$ cat src/uim_map.vh
// Purpose: Register offsets, field positions and reset values of the
//          USB interface module status and control logic.
// Assumes: 32-bit register port with byte addresses.
// Notes:   Definitions only.
`ifndef UIM_MAP_VH
`define UIM_MAP_VH

// ****************************************************************
// Register offsets
// ****************************************************************
`define UIM_OFS_RESET      8'h00
`define UIM_OFS_CONTROL    8'h04
`define UIM_OFS_DEV_ADDR   8'h08
`define UIM_OFS_OTG_FLAGS  8'h14
`define UIM_OFS_SERIAL     8'h18
`define UIM_OFS_EVT_FLAGS  8'h1C
`define UIM_OFS_STICKY     8'h20
`define UIM_OFS_MASKS      8'h24
`define UIM_OFS_FRAME      8'h28
`define UIM_OFS_PID        8'h2C
`define UIM_OFS_ENDPOINT   8'h30
`define UIM_OFS_EP_MARK    8'h34
`define UIM_OFS_OTG_MASK   8'h38
`define UIM_OFS_PWRSIG     8'h3C

// ****************************************************************
// Field positions
// ****************************************************************
`define UIM_SER_TX_SE0     3
`define UIM_SER_TX_LEVEL   2
`define UIM_SER_TX_EN_N    1
`define UIM_SER_FSLS       0
`define UIM_FLG_TOKEN      6
`define UIM_FLG_SE0        5
`define UIM_FLG_K          4
`define UIM_FLG_J          3
`define UIM_FLG_CRC16      2
`define UIM_FLG_RXACT      1
`define UIM_FLG_RXERR      0
`define UIM_EP_VALID       4
`define UIM_CTL_TOKENS     0

// ****************************************************************
// Reset values and codes
// ****************************************************************
`define UIM_SERIAL_RST     4'h2
`define UIM_LS_SE0         2'h0
`define UIM_LS_J           2'h1
`define UIM_LS_K           2'h2
`define UIM_EP_MARK_OR     5'h10
`define UIM_PID_TOKEN_MASK 2'h1

`endif

$ cat src/uim_status_regs.v
// Purpose: Status and control registers of the USB interface module:
//          session flags, serial line drive, event flags with hold
//          select, notification ports, frame count, PID and endpoint.
// Assumes: Transceiver inputs are asynchronous and pass a three-stage
//          synchroniser; packet decode strobes come from core logic.
// Notes:   Registers reached over a simple 32-bit read/write port.
//
// What this block does
// - Session flags read-only, mirror six transceiver bits, zero after reset.
// - Serial bits 6,5,4 read-only: differential, D-minus, D-plus receivers.
// - Serial bit 3 drives SE0 request, bit 2 transmit level; reset zero.
// - Serial bit 1 is active-low transmit enable, resets to one.
// - Serial bit 0 selects full/low-speed serial mode, resets zero.
// - Non-held flags 6 to 2 clear when the next packet begins.
// - Flag 6 set on good token matching stored device address.
// - Flags 5,4,3 set on line state SE0, K, J.
// - Flag 2 set when a data packet fails CRC16.
// - Flags 1,0 follow receive-active and receive-error inputs.
// - Seven hold bits; held flag keeps value until software writes one.
// - Non-held flags update freely from their sources.
// - Four 8-bit masks OR selected flags onto four notification ports.
// - Eleven-bit writable frame counter held as one field, bits 10:0, reset zero.
// - Capture the 4-bit PID of the last accepted token.
// - Store last endpoint, bit 4 marks it valid.
// - Marked endpoints delivered on receive port ORed with 0x10.
// - Only packets for the stored 7-bit device address pass on.
// - Token decoding active only while control bit 0 is set.
// - Any write to reset register returns registers to reset; rx_endp, reg_rdata and the synchronisers keep their values.
`timescale 1ns/1ps
`include "uim_map.vh"

module uim_status_regs #(
	parameter FLAGS = 7
) (
	input  wire        ref_clk,
	input  wire        rst,
	input  wire        reg_wr,
	input  wire        reg_rd,
	input  wire [7:0]  reg_addr,
	input  wire [31:0] reg_wdata,
	output reg  [31:0] reg_rdata,
	input  wire [5:0]  otg_in,
	input  wire        diff_receiver_state,
	input  wire        dminus_receiver_state,
	input  wire        dplus_receiver_state,
	input  wire [1:0]  line_state,
	input  wire        rx_active,
	input  wire        rx_error,
	input  wire        pkt_start,
	input  wire        tok_valid,
	input  wire [3:0]  tok_pid,
	input  wire [6:0]  tok_addr,
	input  wire [3:0]  tok_endp,
	input  wire        data_crc_fail,
	output reg         serial_tx_single_ended_zero,
	output reg         serial_tx_level,
	output reg         serial_tx_enable_low,
	output reg         full_low_speed_serial_select,
	output reg  [3:0]  notify_port,
	output reg         rx_endp_valid,
	output reg  [4:0]  rx_endp
);

	// ****************************************************************
	// Input synchronisers
	// ****************************************************************
	// Three stages each; a change counts once stages two and three agree.
	// The line-state stages rest at J, the idle bus level, so that leaving
	// reset does not report a false single-ended zero event.
	wire [5:0] otg_s;
	wire [2:0] rcv_s;
	wire [1:0] ls_s;
	wire [1:0] rx_s;
	wire       rxact_s  = rx_s[1];
	wire       rxerr_s  = rx_s[0];
	wire       soft_rst = reg_wr && (reg_addr == `UIM_OFS_RESET);

	uim_sync3 #(
		.W      (6)
	) i_sync_otg (
		.ref_clk(ref_clk),
		.rst    (rst),
		.d      (otg_in),
		.sync_q (otg_s)
	);

	uim_sync3 #(
		.W      (3)
	) i_sync_rcv (
		.ref_clk(ref_clk),
		.rst    (rst),
		.d      ({diff_receiver_state, dminus_receiver_state,
			dplus_receiver_state}),
		.sync_q (rcv_s)
	);

	uim_sync3 #(
		.W      (2),
		.RST_VAL(`UIM_LS_J)
	) i_sync_ls (
		.ref_clk(ref_clk),
		.rst    (rst),
		.d      (line_state),
		.sync_q (ls_s)
	);

	uim_sync3 #(
		.W      (2)
	) i_sync_rx (
		.ref_clk(ref_clk),
		.rst    (rst),
		.d      ({rx_active, rx_error}),
		.sync_q (rx_s)
	);

	// ****************************************************************
	// Register state
	// ****************************************************************
	reg [5:0]       otg_q;
	reg [3:0]       serial_q;
	reg [FLAGS-1:0] flags_q;
	reg [FLAGS-1:0] hold_q;
	reg [31:0]      masks_q;
	reg [10:0]      frame_q;
	reg [3:0]       pid_q;
	reg [4:0]       endp_q;
	reg [15:0]      mark_q;
	reg [31:0]      otg_mask_q;
	reg [8:0]       pwrsig_q;
	reg [6:0]       dev_addr_q;
	reg [7:0]       ctl_q;

	wire wr_hit_flags = reg_wr && (reg_addr == `UIM_OFS_EVT_FLAGS);
	wire tok_ok = tok_valid && ctl_q[`UIM_CTL_TOKENS]
		&& (tok_addr == dev_addr_q);

	// Raw flag sources this cycle.
	reg [FLAGS-1:0] src;
	always @* begin
		src = {FLAGS{1'b0}};
		src[`UIM_FLG_TOKEN] = tok_ok;
		src[`UIM_FLG_SE0]   = (ls_s == `UIM_LS_SE0);
		src[`UIM_FLG_K]     = (ls_s == `UIM_LS_K);
		src[`UIM_FLG_J]     = (ls_s == `UIM_LS_J);
		src[`UIM_FLG_CRC16] = data_crc_fail;
		src[`UIM_FLG_RXACT] = rxact_s;
		src[`UIM_FLG_RXERR] = rxerr_s;
	end

	// Event flags latch their set; level flags follow. Packet start clears
	// non-held bits, but a set arriving together still wins.
	localparam [FLAGS-1:0] LEVEL_BITS = 7'h03;
	reg [FLAGS-1:0] flags_d;
	reg [FLAGS-1:0] free_d;
	reg [FLAGS-1:0] wclr;
	always @* begin
		wclr = wr_hit_flags ? reg_wdata[FLAGS-1:0] : {FLAGS{1'b0}};
		free_d = (LEVEL_BITS & src) | (~LEVEL_BITS &
			((pkt_start ? {FLAGS{1'b0}} : flags_q) | src));
		flags_d = (hold_q & ((flags_q & ~wclr) | src))
			| (~hold_q & free_d);
	end

	// ****************************************************************
	// Register writes and captures
	// ****************************************************************
	always @(posedge ref_clk or posedge rst) begin
		if (rst) begin
			otg_q      <= 6'h00;
			serial_q   <= `UIM_SERIAL_RST;
			flags_q    <= {FLAGS{1'b0}};
			hold_q     <= {FLAGS{1'b0}};
			masks_q    <= 32'h00000000;
			frame_q    <= 11'h000;
			pid_q      <= 4'h0;
			endp_q     <= 5'h00;
			mark_q     <= 16'h0000;
			otg_mask_q <= 32'h00000000;
			pwrsig_q   <= 9'h000;
			dev_addr_q <= 7'h00;
			ctl_q      <= 8'h00;
		end else if (soft_rst) begin
			otg_q      <= 6'h00;
			serial_q   <= `UIM_SERIAL_RST;
			flags_q    <= {FLAGS{1'b0}};
			hold_q     <= {FLAGS{1'b0}};
			masks_q    <= 32'h00000000;
			frame_q    <= 11'h000;
			pid_q      <= 4'h0;
			endp_q     <= 5'h00;
			mark_q     <= 16'h0000;
			otg_mask_q <= 32'h00000000;
			pwrsig_q   <= 9'h000;
			dev_addr_q <= 7'h00;
			ctl_q      <= 8'h00;
		end else begin
			otg_q   <= otg_s;
			flags_q <= flags_d;
			if (tok_ok) begin
				pid_q  <= tok_pid;
				endp_q <= {1'b1, tok_endp};
			end
			if (reg_wr) begin
				case (reg_addr)
				`UIM_OFS_CONTROL:  ctl_q <= reg_wdata[7:0];
				`UIM_OFS_DEV_ADDR: dev_addr_q <= reg_wdata[6:0];
				`UIM_OFS_SERIAL:   serial_q <= reg_wdata[3:0];
				`UIM_OFS_STICKY:   hold_q <= reg_wdata[FLAGS-1:0];
				`UIM_OFS_MASKS:    masks_q <= reg_wdata;
				`UIM_OFS_FRAME:    frame_q <= reg_wdata[10:0];
				`UIM_OFS_EP_MARK:  mark_q <= reg_wdata[15:0];
				`UIM_OFS_OTG_MASK: otg_mask_q <= reg_wdata;
				`UIM_OFS_PWRSIG:   pwrsig_q <= reg_wdata[8:0];
				default: begin
				end
				endcase
			end
		end
	end

	// ****************************************************************
	// Outputs
	// ****************************************************************
	integer i;
	reg [3:0] notify_d;
	always @* begin
		notify_d = 4'h0;
		for (i = 0; i < 4; i = i + 1) begin
			notify_d[i] = |(masks_q[i*8 +: FLAGS] & flags_d);
		end
	end

	always @(posedge ref_clk or posedge rst) begin
		if (rst) begin
			serial_tx_single_ended_zero  <= 1'b0;
			serial_tx_level              <= 1'b0;
			serial_tx_enable_low         <= 1'b1;
			full_low_speed_serial_select <= 1'b0;
			notify_port                  <= 4'h0;
			rx_endp_valid                <= 1'b0;
			rx_endp                      <= 5'h00;
			reg_rdata                    <= 32'h00000000;
		end else begin
			serial_tx_single_ended_zero  <= serial_q[`UIM_SER_TX_SE0];
			serial_tx_level              <= serial_q[`UIM_SER_TX_LEVEL];
			serial_tx_enable_low         <= serial_q[`UIM_SER_TX_EN_N];
			full_low_speed_serial_select <= serial_q[`UIM_SER_FSLS];
			notify_port <= soft_rst ? 4'h0 : notify_d;
			rx_endp_valid <= tok_ok && !soft_rst;
			if (tok_ok)
				rx_endp <= {1'b0, tok_endp} |
					(mark_q[tok_endp] ? `UIM_EP_MARK_OR : 5'h00);
			if (reg_rd) begin
				case (reg_addr)
				`UIM_OFS_CONTROL:   reg_rdata <= {24'h000000, ctl_q};
				`UIM_OFS_DEV_ADDR:  reg_rdata <= {25'h0000000, dev_addr_q};
				`UIM_OFS_OTG_FLAGS: reg_rdata <= {26'h0000000, otg_q};
				`UIM_OFS_SERIAL:    reg_rdata <= {25'h0000000, rcv_s,
					serial_q};
				`UIM_OFS_EVT_FLAGS: reg_rdata <= {25'h0000000, flags_q};
				`UIM_OFS_STICKY:    reg_rdata <= {25'h0000000, hold_q};
				`UIM_OFS_MASKS:     reg_rdata <= masks_q;
				`UIM_OFS_FRAME:     reg_rdata <= {21'h000000, frame_q};
				`UIM_OFS_PID:       reg_rdata <= {28'h0000000, pid_q};
				`UIM_OFS_ENDPOINT:  reg_rdata <= {27'h0000000, endp_q};
				`UIM_OFS_EP_MARK:   reg_rdata <= {16'h0000, mark_q};
				`UIM_OFS_OTG_MASK:  reg_rdata <= otg_mask_q;
				`UIM_OFS_PWRSIG:    reg_rdata <= {23'h000000, pwrsig_q};
				default:            reg_rdata <= 32'h00000000;
				endcase
			end
		end
	end

endmodule

// ****************************************************************
// Three-stage synchroniser with agreement filter
// ****************************************************************
// The extra stage costs a cycle of latency but keeps a value that has
// not yet settled from reaching the flags or the status reads.
module uim_sync3 #(
	parameter         W       = 1,
	parameter [W-1:0] RST_VAL = {W{1'b0}}
) (
	input  wire         ref_clk,
	input  wire         rst,
	input  wire [W-1:0] d,
	output reg  [W-1:0] sync_q
);

	reg  [W-1:0] s1_q;
	reg  [W-1:0] s2_q;
	reg  [W-1:0] s3_q;
	wire [W-1:0] agree = ~(s2_q ^ s3_q);

	always @(posedge ref_clk or posedge rst) begin
		if (rst) begin
			s1_q   <= RST_VAL;
			s2_q   <= RST_VAL;
			s3_q   <= RST_VAL;
			sync_q <= RST_VAL;
		end else begin
			s1_q   <= d;
			s2_q   <= s1_q;
			s3_q   <= s2_q;
			sync_q <= (agree & s3_q) | (~agree & sync_q);
		end
	end

endmodule

$ cat config.mk
export PLATFORM = sky130hd
export DESIGN_NAME = uim_status_regs
export DESIGN_NICKNAME = d
export VERILOG_FILES = /design/src/uim_status_regs.v
export VERILOG_INCLUDE_DIRS = /design/src
export SDC_FILE = /design/constraint.sdc
export NUM_CORES = 1
export LEC_CHECK = 0
export BUFFER_PORTS_ARGS = -buffer_cell sky130_fd_sc_hd__buf_4
export CORE_ASPECT_RATIO = 1.25
export CORE_MARGIN = 10
export CORE_UTILIZATION = 45
export CTS_BUF_LIST = sky130_fd_sc_hd__clkbuf_8
export DETAILED_ROUTE_END_ITERATION = 8
export HOLD_SLACK_MARGIN = 0.03
export PLACE_DENSITY = 0.68
export SETUP_SLACK_MARGIN = 0.3
export SYNTH_ARGS = -nofsm -noshare
export SYNTH_HDL_FRONTEND = slang
export SYNTH_SLANG_ARGS = --single-unit
$ cat constraint.sdc
create_clock -name ref_clk -period 7.8 [get_ports ref_clk]
set_input_delay 0.78 -clock ref_clk [delete_from_list [all_inputs] [get_ports ref_clk]]
set_output_delay 0.78 -clock ref_clk [all_outputs]
set_load 0.02 [all_outputs]
## Word-level counts from Yosys, hierarchy flattened

Index checks and enable logic that the tools add are counted.

- Order comparisons: 1
- Equal/unequal tests: 16
- Muxes and demuxes: 40
- Bitwise logic cells: 38
- Reductions and logical operators: 32

Operator list:

| cell | number |
|---|---|
| 32-bit case mux with 13 select lines | 1 |
| 32-bit 2-to-1 mux | 6 |
| 8-bit by 6-bit == test with 1-bit output (second input constant) | 8 |
| 7-bit 2-to-1 mux | 9 |
| 7-bit AND | 7 |
| 16-bit 2-to-1 mux | 3 |
| 11-bit 2-to-1 mux | 3 |
| 7-bit OR reduction | 4 |
| 9-bit 2-to-1 mux | 3 |
| 8-bit by 5-bit == test with 1-bit output (second input constant) | 3 |
| 4-bit 2-to-1 mux | 6 |
| 8-bit 2-to-1 mux | 3 |
| 2-bit nonzero test | 11 |
| 7-bit OR | 3 |
| 2-bit AND reduction | 9 |
| 5-bit 2-to-1 mux | 3 |
| 7-bit inverter | 2 |
| 6-bit AND | 2 |
| 6-bit inverter | 2 |
| 2-bit AND | 4 |
| 8-bit by 3-bit == test with 1-bit output (second input constant) | 1 |
| 8-bit by 4-bit == test with 1-bit output (second input constant) | 1 |
| 8-bit logical NOT | 1 |
| 2-bit inverter | 4 |
| 20 further kinds | 28 |

- Register bits: 246
- Input port bits: 75
- Output and inout port bits: 46

## Longest topological paths before layout

Gate-level depths: netlist (run 1).

- Word-level depth: 11
- Gate-level depth with buffers: 8
- Gate-level depth less buffers: 5

## By module

Synthesis (run 1) repeated with hierarchy kept, for this count alone.

- Cell total of the unflattened synthesis: 1034
- Area total of the unflattened synthesis: 10690.3 µm²

By module, submodules not included:

| module | instances | cells each | area an instance (µm²) | sequential area each (µm²) |
|---|---|---|---|---|
| uim_status_regs | 1 | 965 | 9222.6 | 4857.2 |
| uim_sync3 at i_sync_otg | 1 | 31 | 671.9 | 600.6 |
| uim_sync3 at i_sync_rcv | 1 | 16 | 337.8 | 300.3 |
| uim_sync3 at i_sync_ls | 1 | 11 | 231.5 | 205.2 |
| uim_sync3 at i_sync_rx | 1 | 11 | 226.5 | 200.2 |

## Least setup slack after synthesis (run 1)

Ideal clock, no wire load.

- Path kind: input-to-reg
- Start point: in tok_endp[0]
- End point: reg rx_endp[4]
- Setup time: 0.125 ns
- Arrival: 2.272 ns
- Data required time: 7.675 ns
- Slack: 5.403 ns
- Stages: 4
- Buffers on the path: 1
- Cells stage by stage: clkbuf_1 > mux4_2 > mux4_2 > mux2_2

- Word-level cells in the longest chain between the ends: 4

Ends and longest elaborated chain:

| item | RTL line | text |
|---|---|---|
| start: declaration | uim_status_regs.v:53 | `input wire [3:0] tok_endp,` |
| 1-bit binary-select mux with 4-bit select | uim_status_regs.v:252 | `` (mark_q[tok_endp] ? `UIM_EP_MARK_OR : 5'h00); `` |
| 1-bit 2-to-1 mux (not written as such) | uim_status_regs.v:252 |  |
| 5-bit 2-to-1 mux | uim_status_regs.v:252 |  |
| 4-bit by 5-bit OR with 5-bit output | uim_status_regs.v:251 | `rx_endp <= {1'b0, tok_endp} \|` |
| end signal: assignment | uim_status_regs.v:251 |  |
| end: declaration | uim_status_regs.v:61 | `output reg [4:0] rx_endp` |

Every way passes these cells. The select of a mux whose other input is x is not followed.
A chain may end at the register's enable or synchronous reset.

## Worst setup path in the final report (run 1)

- Start point: in reg_addr[2]
- End point: reg otg_mask_q[25]

- Word-level cells in the longest chain between the ends: 4
- Elaborated cells between the ends (all ways): 7

Ends and longest elaborated chain:

| item | RTL line | text |
|---|---|---|
| start: declaration | uim_status_regs.v:39 | `input wire [7:0] reg_addr,` |
| 8-bit logical NOT (no line) | -- |  |
| 1-bit logical AND | uim_status_regs.v:76 | `` wire soft_rst = reg_wr && (reg_addr == `UIM_OFS_RESET); `` |
| 2-bit nonzero test (no line) | -- |  |
| 2-bit AND reduction (no line) | -- |  |
| end signal: assignment | uim_status_regs.v:212 | `` `UIM_OFS_OTG_MASK: otg_mask_q <= reg_wdata; `` |
| end: declaration | uim_status_regs.v:128 | `reg [31:0] otg_mask_q;` |

Several ways; a longest one is shown, not always the timed one.

==> key figures, run 1 <==
Run status
  – Status: complete, no violations

Logic synthesis
  – Cell count after synthesis: 997
  – Post-Syn Area: 10600 sq um
  – Yosys cell types: 62
  – Avg Cell Area, Syn: 10.6 sq um
  – Top cell type's share of synthesized area: 56.8%
  – Yosys warnings: 0
  – Synth top area cells: dfrtp_1 57%, nand2_1 7.7%, a21oi_1 5.2%, a22oi_1 3.3%, mux2i_1 3.0%
  – Sequential-to-total area share from yosys stat: 58.3%
  – Number of synthesized flops with an enable pin: 0
  – Seq cells post-synth: 246
  – Post-synth top area cell: dfrtp_1
  – Ys async rst share: 100%
  – Mapped Nets: 1072
  – Main flop type after synthesis: dfrtp_1

Routing
  – Drt via density: 5.87
  – Antenna viol nets, final: 0
  – # DRC: 0
  – Final WL: 31200 um
  – DRT Pass-1 Iters: 5
  – DRT iter0 DRCs: 802
  – Wire per inst: 22.0 um
  – Vias post-DR: 8329

STA
  – Slew Viols, Final: 0
  – Fmax: 0.355 GHz
  – Unrepaired setup endpoints after global routing: no
  – Worst-Margin Slew: 1.13 ns
  – Shortest period the worst path allows: 2.82 ns
  – Hold Slack: 0.343 ns
  – Final Hold Viols: 0
  – Fin crit share: 36.1%
  – Setup TNS: 0 ns
  – Final Skew: 0.0195 ns
  – Worst slew margin: 24.5%
  – # setup viols final: 0
  – Final worst slack: 4.98 ns

Placement
  – Global placement routability congestion: 0.883
  – Dpl ws: 4.49 ns
  – Final HPWL DP: 20900 um
  – Placed cells: 1347
  – Placed Instance Area: 11600 sq um
  – Port bufs: 120

Pwr
  – P per Cell Area: 214 nW/um^2
  – Leak: 5.74 nW
  – P_int: 1.98 mW
  – Worst vdd ir: 106 uV
  – Net Sw Frac: 25.3%
  – Part of the power in the clock network: 40.2%
  – Proportion of power drawn by flip-flops and latches: 52.3%
  – Combinational group share of total power: 7.5%
  – Sw Pwr: 0.671 mW
  – Power Total: 2.65 mW

Worst setup path
  – Most frequent cell on the critical path: buf_4
  – Crit-path leading delay family: simple AND/OR/NAND/NOR gates
  – WP buf/inv: 3
  – WP data arrival: 3.17 ns
  – Crit-path max cell delay: 0.69 ns
  – Critical path peak fanout: 30
  – Worst Setup Path Type: in2reg
  – WP data required: 8.16 ns
  – Crit end category: flip-flop
  – Slowest cell on crit path: or4b_1
  – CP Launch Type: input pin
  – Critical-path cell list: buf_4 > or4b_1 > nor2_2 > buf_4 > nand2_1 > buf_4 > nand2_1 > a21oi_1

Clocking
  – Clock Sinks: 246
  – CTS buffer count: 40
  – Clock transition at path regs: 0.06 ns
  – Resized cells post-CTS: 0
  – Longest Clk Path Bufs: 3
  – H-tree Lvls: 2
  – Post-CTS setup buffers: 0
  – Root Driver: clkbuf_8
  – CTS tree: done
  – Clock latency on the worst-skew pair: 0.54 ns
  – Hold-fix buffers, CTS: 0

GRT
  – Antenna violations before repair: 0
  – Grt ovf: 0
  – Number of global-route vias before repair: 8572
  – Overall Global Routing Usage: 20.7%
  – First-pass GRT wire length: 48800 um
  – Largest net degree at the start of global routing: 101

Cells and area
  – Commonest non-fill, non-tap cell in the layout: dfrtp_1
  – Multi-input logic area: 4020 sq um
  – Fill count: 2060
  – Commonest non-fill, non-tap cells in the layout: 240 x dfrtp_1, 216 x nand2_1, 138 x buf_4, 110 x a21oi_1, 53 x nor2_1
  – Diodes inserted: 0
  – Reg area: 6160 sq um
  – Share of layout cells above drive strength 1: 20.1%
  – Post-route cell area: 12400 sq um
  – Area grow syn2layout: 17.1%
  – Non-Filler Instances: 1418
  – Util after Layout: 53.8%
  – Final-stage net count: 1176

Die
  – CORE AREA: 23000 sq um
  – Die area: 30100 sq um
  – Initial Util: 45.9%
  – # IOs: 121
  – Die Wd: 157 um
  – Row Count: 62
  – Die H: 191 um

Job
  – Number of max-cap violations: 0

Hold path
  – Hold Crit Class: reg2reg
worst register-to-register path: cells and delay by family, from the launching register on:
kind	cells	cell delay (ns)
simple gates	2	1.01
compound gates	2	0.51
flops	1	0.41
xor+xnor	1	0.20
path summary, 6_finish.rpt:
kind / cells past startpoint / startpoint / slack [ns] / to
setup / recovery: 8 / reg_addr[2] / 4.98 / otg_mask_q[25]
min in group asynchronous: 2 / rst / 0.39 / masks_q[27]
hold reg to reg: 0 / i_sync_otg.s1_q[0] / 0.34 / i_sync_otg.s2_q[0]
max in group asynchronous: 3 / rst / 5.94 / frame_q[9]
hold / removal: 0 / i_sync_otg.s1_q[0] / 0.34 / i_sync_otg.s2_q[0]
setup reg to reg: 5 / dev_addr_q[2] / 5.60 / notify_port[0]
layout make-up:
cell class | count | area share, %
flip-flops and latches | 246 | 49.7
clock buffers | 48 | 5.33
repair buffers | 138 | 8.36
inverters | 12 | 0.394
clock inverters | 23 | 0.808
multi-input cells | 663 | 32.4
well taps | 288 | 2.91
power groups by stage:
| stage | sequential (mW) | combinational, mW | clock (mW) |
|---|---|---|---|
| 5_1_grt | 1.39 | 0.221 | 1.15 |
| 3_3_place_gp | 1.41 | 0.197 | 0 |
| 4_1_cts | 1.39 | 0.202 | 1.09 |
| 2_1_floorplan | 1.40 | 0.114 | 0 |
| 6_report | 1.39 | 0.200 | 1.07 |
| 3_5_place_dp | 1.41 | 0.201 | 0 |
kinds of logic after synthesis:
group                    count (synthesis)  share of synthesized area (%)
XOR/XNOR                                 7                          0.579
AND/OR/NAND/NOR                        336                           14.4
buffers and inverters                   88                           3.97
multiplexers                            42                           4.62
adder cells (fa/ha/maj)                 13                           1.23
flip-flops                             246                           58.3
AO/OA/AOI/OAI                          265                           16.9
cells in the mapped netlist (3+ instances only):
library cell / count
dfrtp_1: 240
nand2_1: 216
a21oi_1: 110
nor2_1: 53
a22oi_1: 47
buf_2: 36
mux2i_1: 32
clkbuf_1: 30
o2bb2ai_1: 26
a22o_1: 20
maj3_1: 13
nor2b_1: 13
inv_1: 12
o21ai_0: 10
nand3_1: 9
buf_4: 8
a41oi_1: 7
xnor2_1: 7
dfstp_2: 6
a221oi_1: 5
a222oi_1: 5
a31oi_1: 5
and2_1: 5
and3_1: 5
mux2_2: 5
mux4_2: 5
o22ai_1: 5
nor3_1: 4
a32o_1: 3
nand2b_1: 3
nand3_2: 3
nor4_1: 3
or2_1: 3
flip-flops by register name, summed over array words and instances, names as in the netlist, 4 cells and up, named ones only:
register,count
reg_rdata,32
frame_q,11
notify_port,4
rx_endp,5
pid_q,4
pwrsig_q,9
i_sync_otg.s2_q,6
otg_q,6
hold_q,7
masks_q,32
flags_q,7
serial_q,4
endp_q,5
mark_q,16
dev_addr_q,7
i_sync_otg.s3_q,6
otg_mask_q,32
ctl_q,8
i_sync_otg.s1_q,6
per-layer routing:
| metal | up-vias | wire (um) | track usage, % |
|---|---|---|---|
| met5 | - | 0 | 0 |
| met4 | 0 | 1140 | 8.93 |
| met1 | 4148 | 12500 | 26.4 |
| met3 | 72 | 2360 | 4.12 |
| li1 | 3733 | - | - |
| met2 | 376 | 15100 | 33.6 |
Power figures use the tool's default switching activity.
==> run 2, diff against run 1 <==
==> constraint.sdc (replaced) <==
create_clock -name ref_clk -period 2.5 [get_ports ref_clk]
set_input_delay 0.25 -clock ref_clk [delete_from_list [all_inputs] [get_ports ref_clk]]
set_output_delay 0.25 -clock ref_clk [all_outputs]
set_load 0.02 [all_outputs]
==> run 2 against run 1 <==
Clock power rose to 3.3 times the previous value. Via count up 3.0%. Register-to-register slack lost 5.0 ns. First-iteration DRC count is 5.2% lower. Power rose to 3.2 times the previous value. Sequential cell count stayed put. Global-route usage is 1.2 points higher. Critical path depth is 3 lower. Utilization increased by 3.6 points. Critical path type is now reg2reg. Largest power group unchanged.
==> key figures, run 2 (synthesis gave the netlist of run 1 again) <==
STA
  – Unrepaired setup endpoints after global routing: no
  – Shortest period the worst path allows: 1.85 ns
  – Fin crit share: 74.0%
  – Worst-Margin Slew: 0.713 ns
  – Final worst slack: 0.649 ns
  – Hold Slack: 0.0476 ns
  – Setup TNS: 0 ns
  – Worst slew margin: 52.3%
  – Slew Viols, Final: 0
  – Final Hold Viols: 0
  – # setup viols final: 0
  – Fmax: 0.540 GHz
  – Final Skew: 0.0168 ns

Clocking
  – Resized cells post-CTS: 0
  – Clock latency on the worst-skew pair: 0.54 ns
  – CTS buffer count: 39
  – Clock Sinks: 246
  – H-tree Lvls: 2
  – Post-CTS setup buffers: 0
  – Root Driver: clkbuf_8
  – Longest Clk Path Bufs: 3
  – CTS tree: done
  – Clock transition at path regs: 0.07 ns
  – Hold-fix buffers, CTS: 49

Job
  – Number of max-cap violations: 0

Hold path
  – Hold Crit Class: in2reg

Die
  – Row Count: 62
  – Initial Util: 45.9%
  – Die area: 30100 sq um
  – Die Wd: 157 um
  – CORE AREA: 23000 sq um
  – Die H: 191 um
  – # IOs: 121

Placement
  – Placed Instance Area: 11900 sq um
  – Port bufs: 120
  – Final HPWL DP: 22100 um
  – Placed cells: 1368
  – Dpl ws: 0.254 ns
  – Global placement routability congestion: 0.910

Pwr
  – P per Cell Area: 646 nW/um^2
  – Worst vdd ir: 353 uV
  – Leak: 6.10 nW
  – Power Total: 8.54 mW

Cells and area
  – Diodes inserted: 0
  – Post-route cell area: 13200 sq um
  – Commonest non-fill, non-tap cell in the layout: dfrtp_1
  – Util after Layout: 57.3%
  – Largest regs: masks_q x32, otg_mask_q x32, reg_rdata x32
  – Fill count: 1959
  – Multi-input logic area: 4020 sq um
  – Share of layout cells above drive strength 1: 20.8%
  – Final-stage net count: 1245
  – Reg area: 6160 sq um
  – Area grow syn2layout: 24.9%
  – Commonest non-fill, non-tap cells in the layout: 240 x dfrtp_1, 216 x nand2_1, 148 x buf_4, 110 x a21oi_1, 53 x nor2_1
  – Non-Filler Instances: 1488

Run status
  – Status: complete, no violations

GRT
  – Number of global-route vias before repair: 9010
  – Overall Global Routing Usage: 21.9%
  – Largest net degree at the start of global routing: 59
  – Antenna violations before repair: 0
  – Grt ovf: 0
  – First-pass GRT wire length: 51600 um

Worst setup path
  – Setup slack, reg-to-reg: 0.65 ns
  – WP data required: 2.94 ns
  – Critical path peak fanout: 3
  – Worst r2r src: dev_addr_q[2]
  – WP data arrival: 2.30 ns
  – Reg2reg end: notify_port[0]
  – Worst Setup Path Type: reg2reg
  – Worst Setup EP: notify_port[0]
  – R2R cell count: 5
  – CP startpoint: dev_addr_q[2]
  – CP Launch Type: flip-flop
  – Crit end category: flip-flop

Routing
  – Vias post-DR: 8583
  – Antenna viol nets, final: 0
  – Final WL: 32700 um
  – DRT iter0 DRCs: 760
  – # DRC: 0
  – Drt via density: 5.77
  – DRT Pass-1 Iters: 5
  – Wire per inst: 22.0 um
==> run 2: cell types whose count changed in the layout (fill, tap and decap cells not counted) <==
| cell | delta |
|---|---|
| buf_12 | +11 |
| buf_4 | +10 |
| bufinv_16 | +2 |
| clkbuf_8 | -2 |
| clkinvlp_4 | +1 |
| dlygate4sd3_1 | +49 |
| inv_1 | -1 |
==> run 2: worst min-delay path by stage <==
stage	cells after the start	start	end
global route	3	tok_endp[0]	rx_endp[0]
CTS	3	tok_endp[0]	rx_endp[0]
global placement	0	i_sync_otg.s1_q[5]	i_sync_otg.s2_q[5]
floorplan	0	line_state[0]	i_sync_ls.s1_q[0]
detailed placement	2	rst	reg_rdata[23]
finish	3	tok_endp[0]	rx_endp[0]
==> run 2: worst max-delay path, stage by stage, from the launching register on <==
cell and delay [ns]:
dfrtp_1 0.41, xnor2_1 0.19, nand3_1 0.12, or4_1 0.62, o2111a_1 0.27, a31oi_1 0.15
==> run 2: area by class of cell <==
| class | count | area share (%) |
|---|---|---|
| tap | 288 | 2.73 |
| multi-input combinational | 663 | 30.4 |
| sequential | 246 | 46.7 |
| clock buffer | 46 | 4.79 |
| inverter | 12 | 0.369 |
| clock inverter | 25 | 1.24 |
| timing repair buffer | 208 | 13.8 |
==> run 2: report_power, final <==
group	internal, mW	switching (mW)
registers	4.18	0.149
logic	0.329	0.387
clock network	1.89	1.60
total	6.40	2.14
==> run 2: routing by layer <==
| metal | global-route usage, % | routed length (um) | share of wire [%] |
|---|---|---|---|
| met5 | 0 | 0 | 0 |
| met4 | 8.83 | 1140 | 3.5 |
| met3 | 3.98 | 2190 | 6.7 |
| met2 | 35.9 | 16100 | 49 |
| met1 | 28.1 | 13200 | 40 |
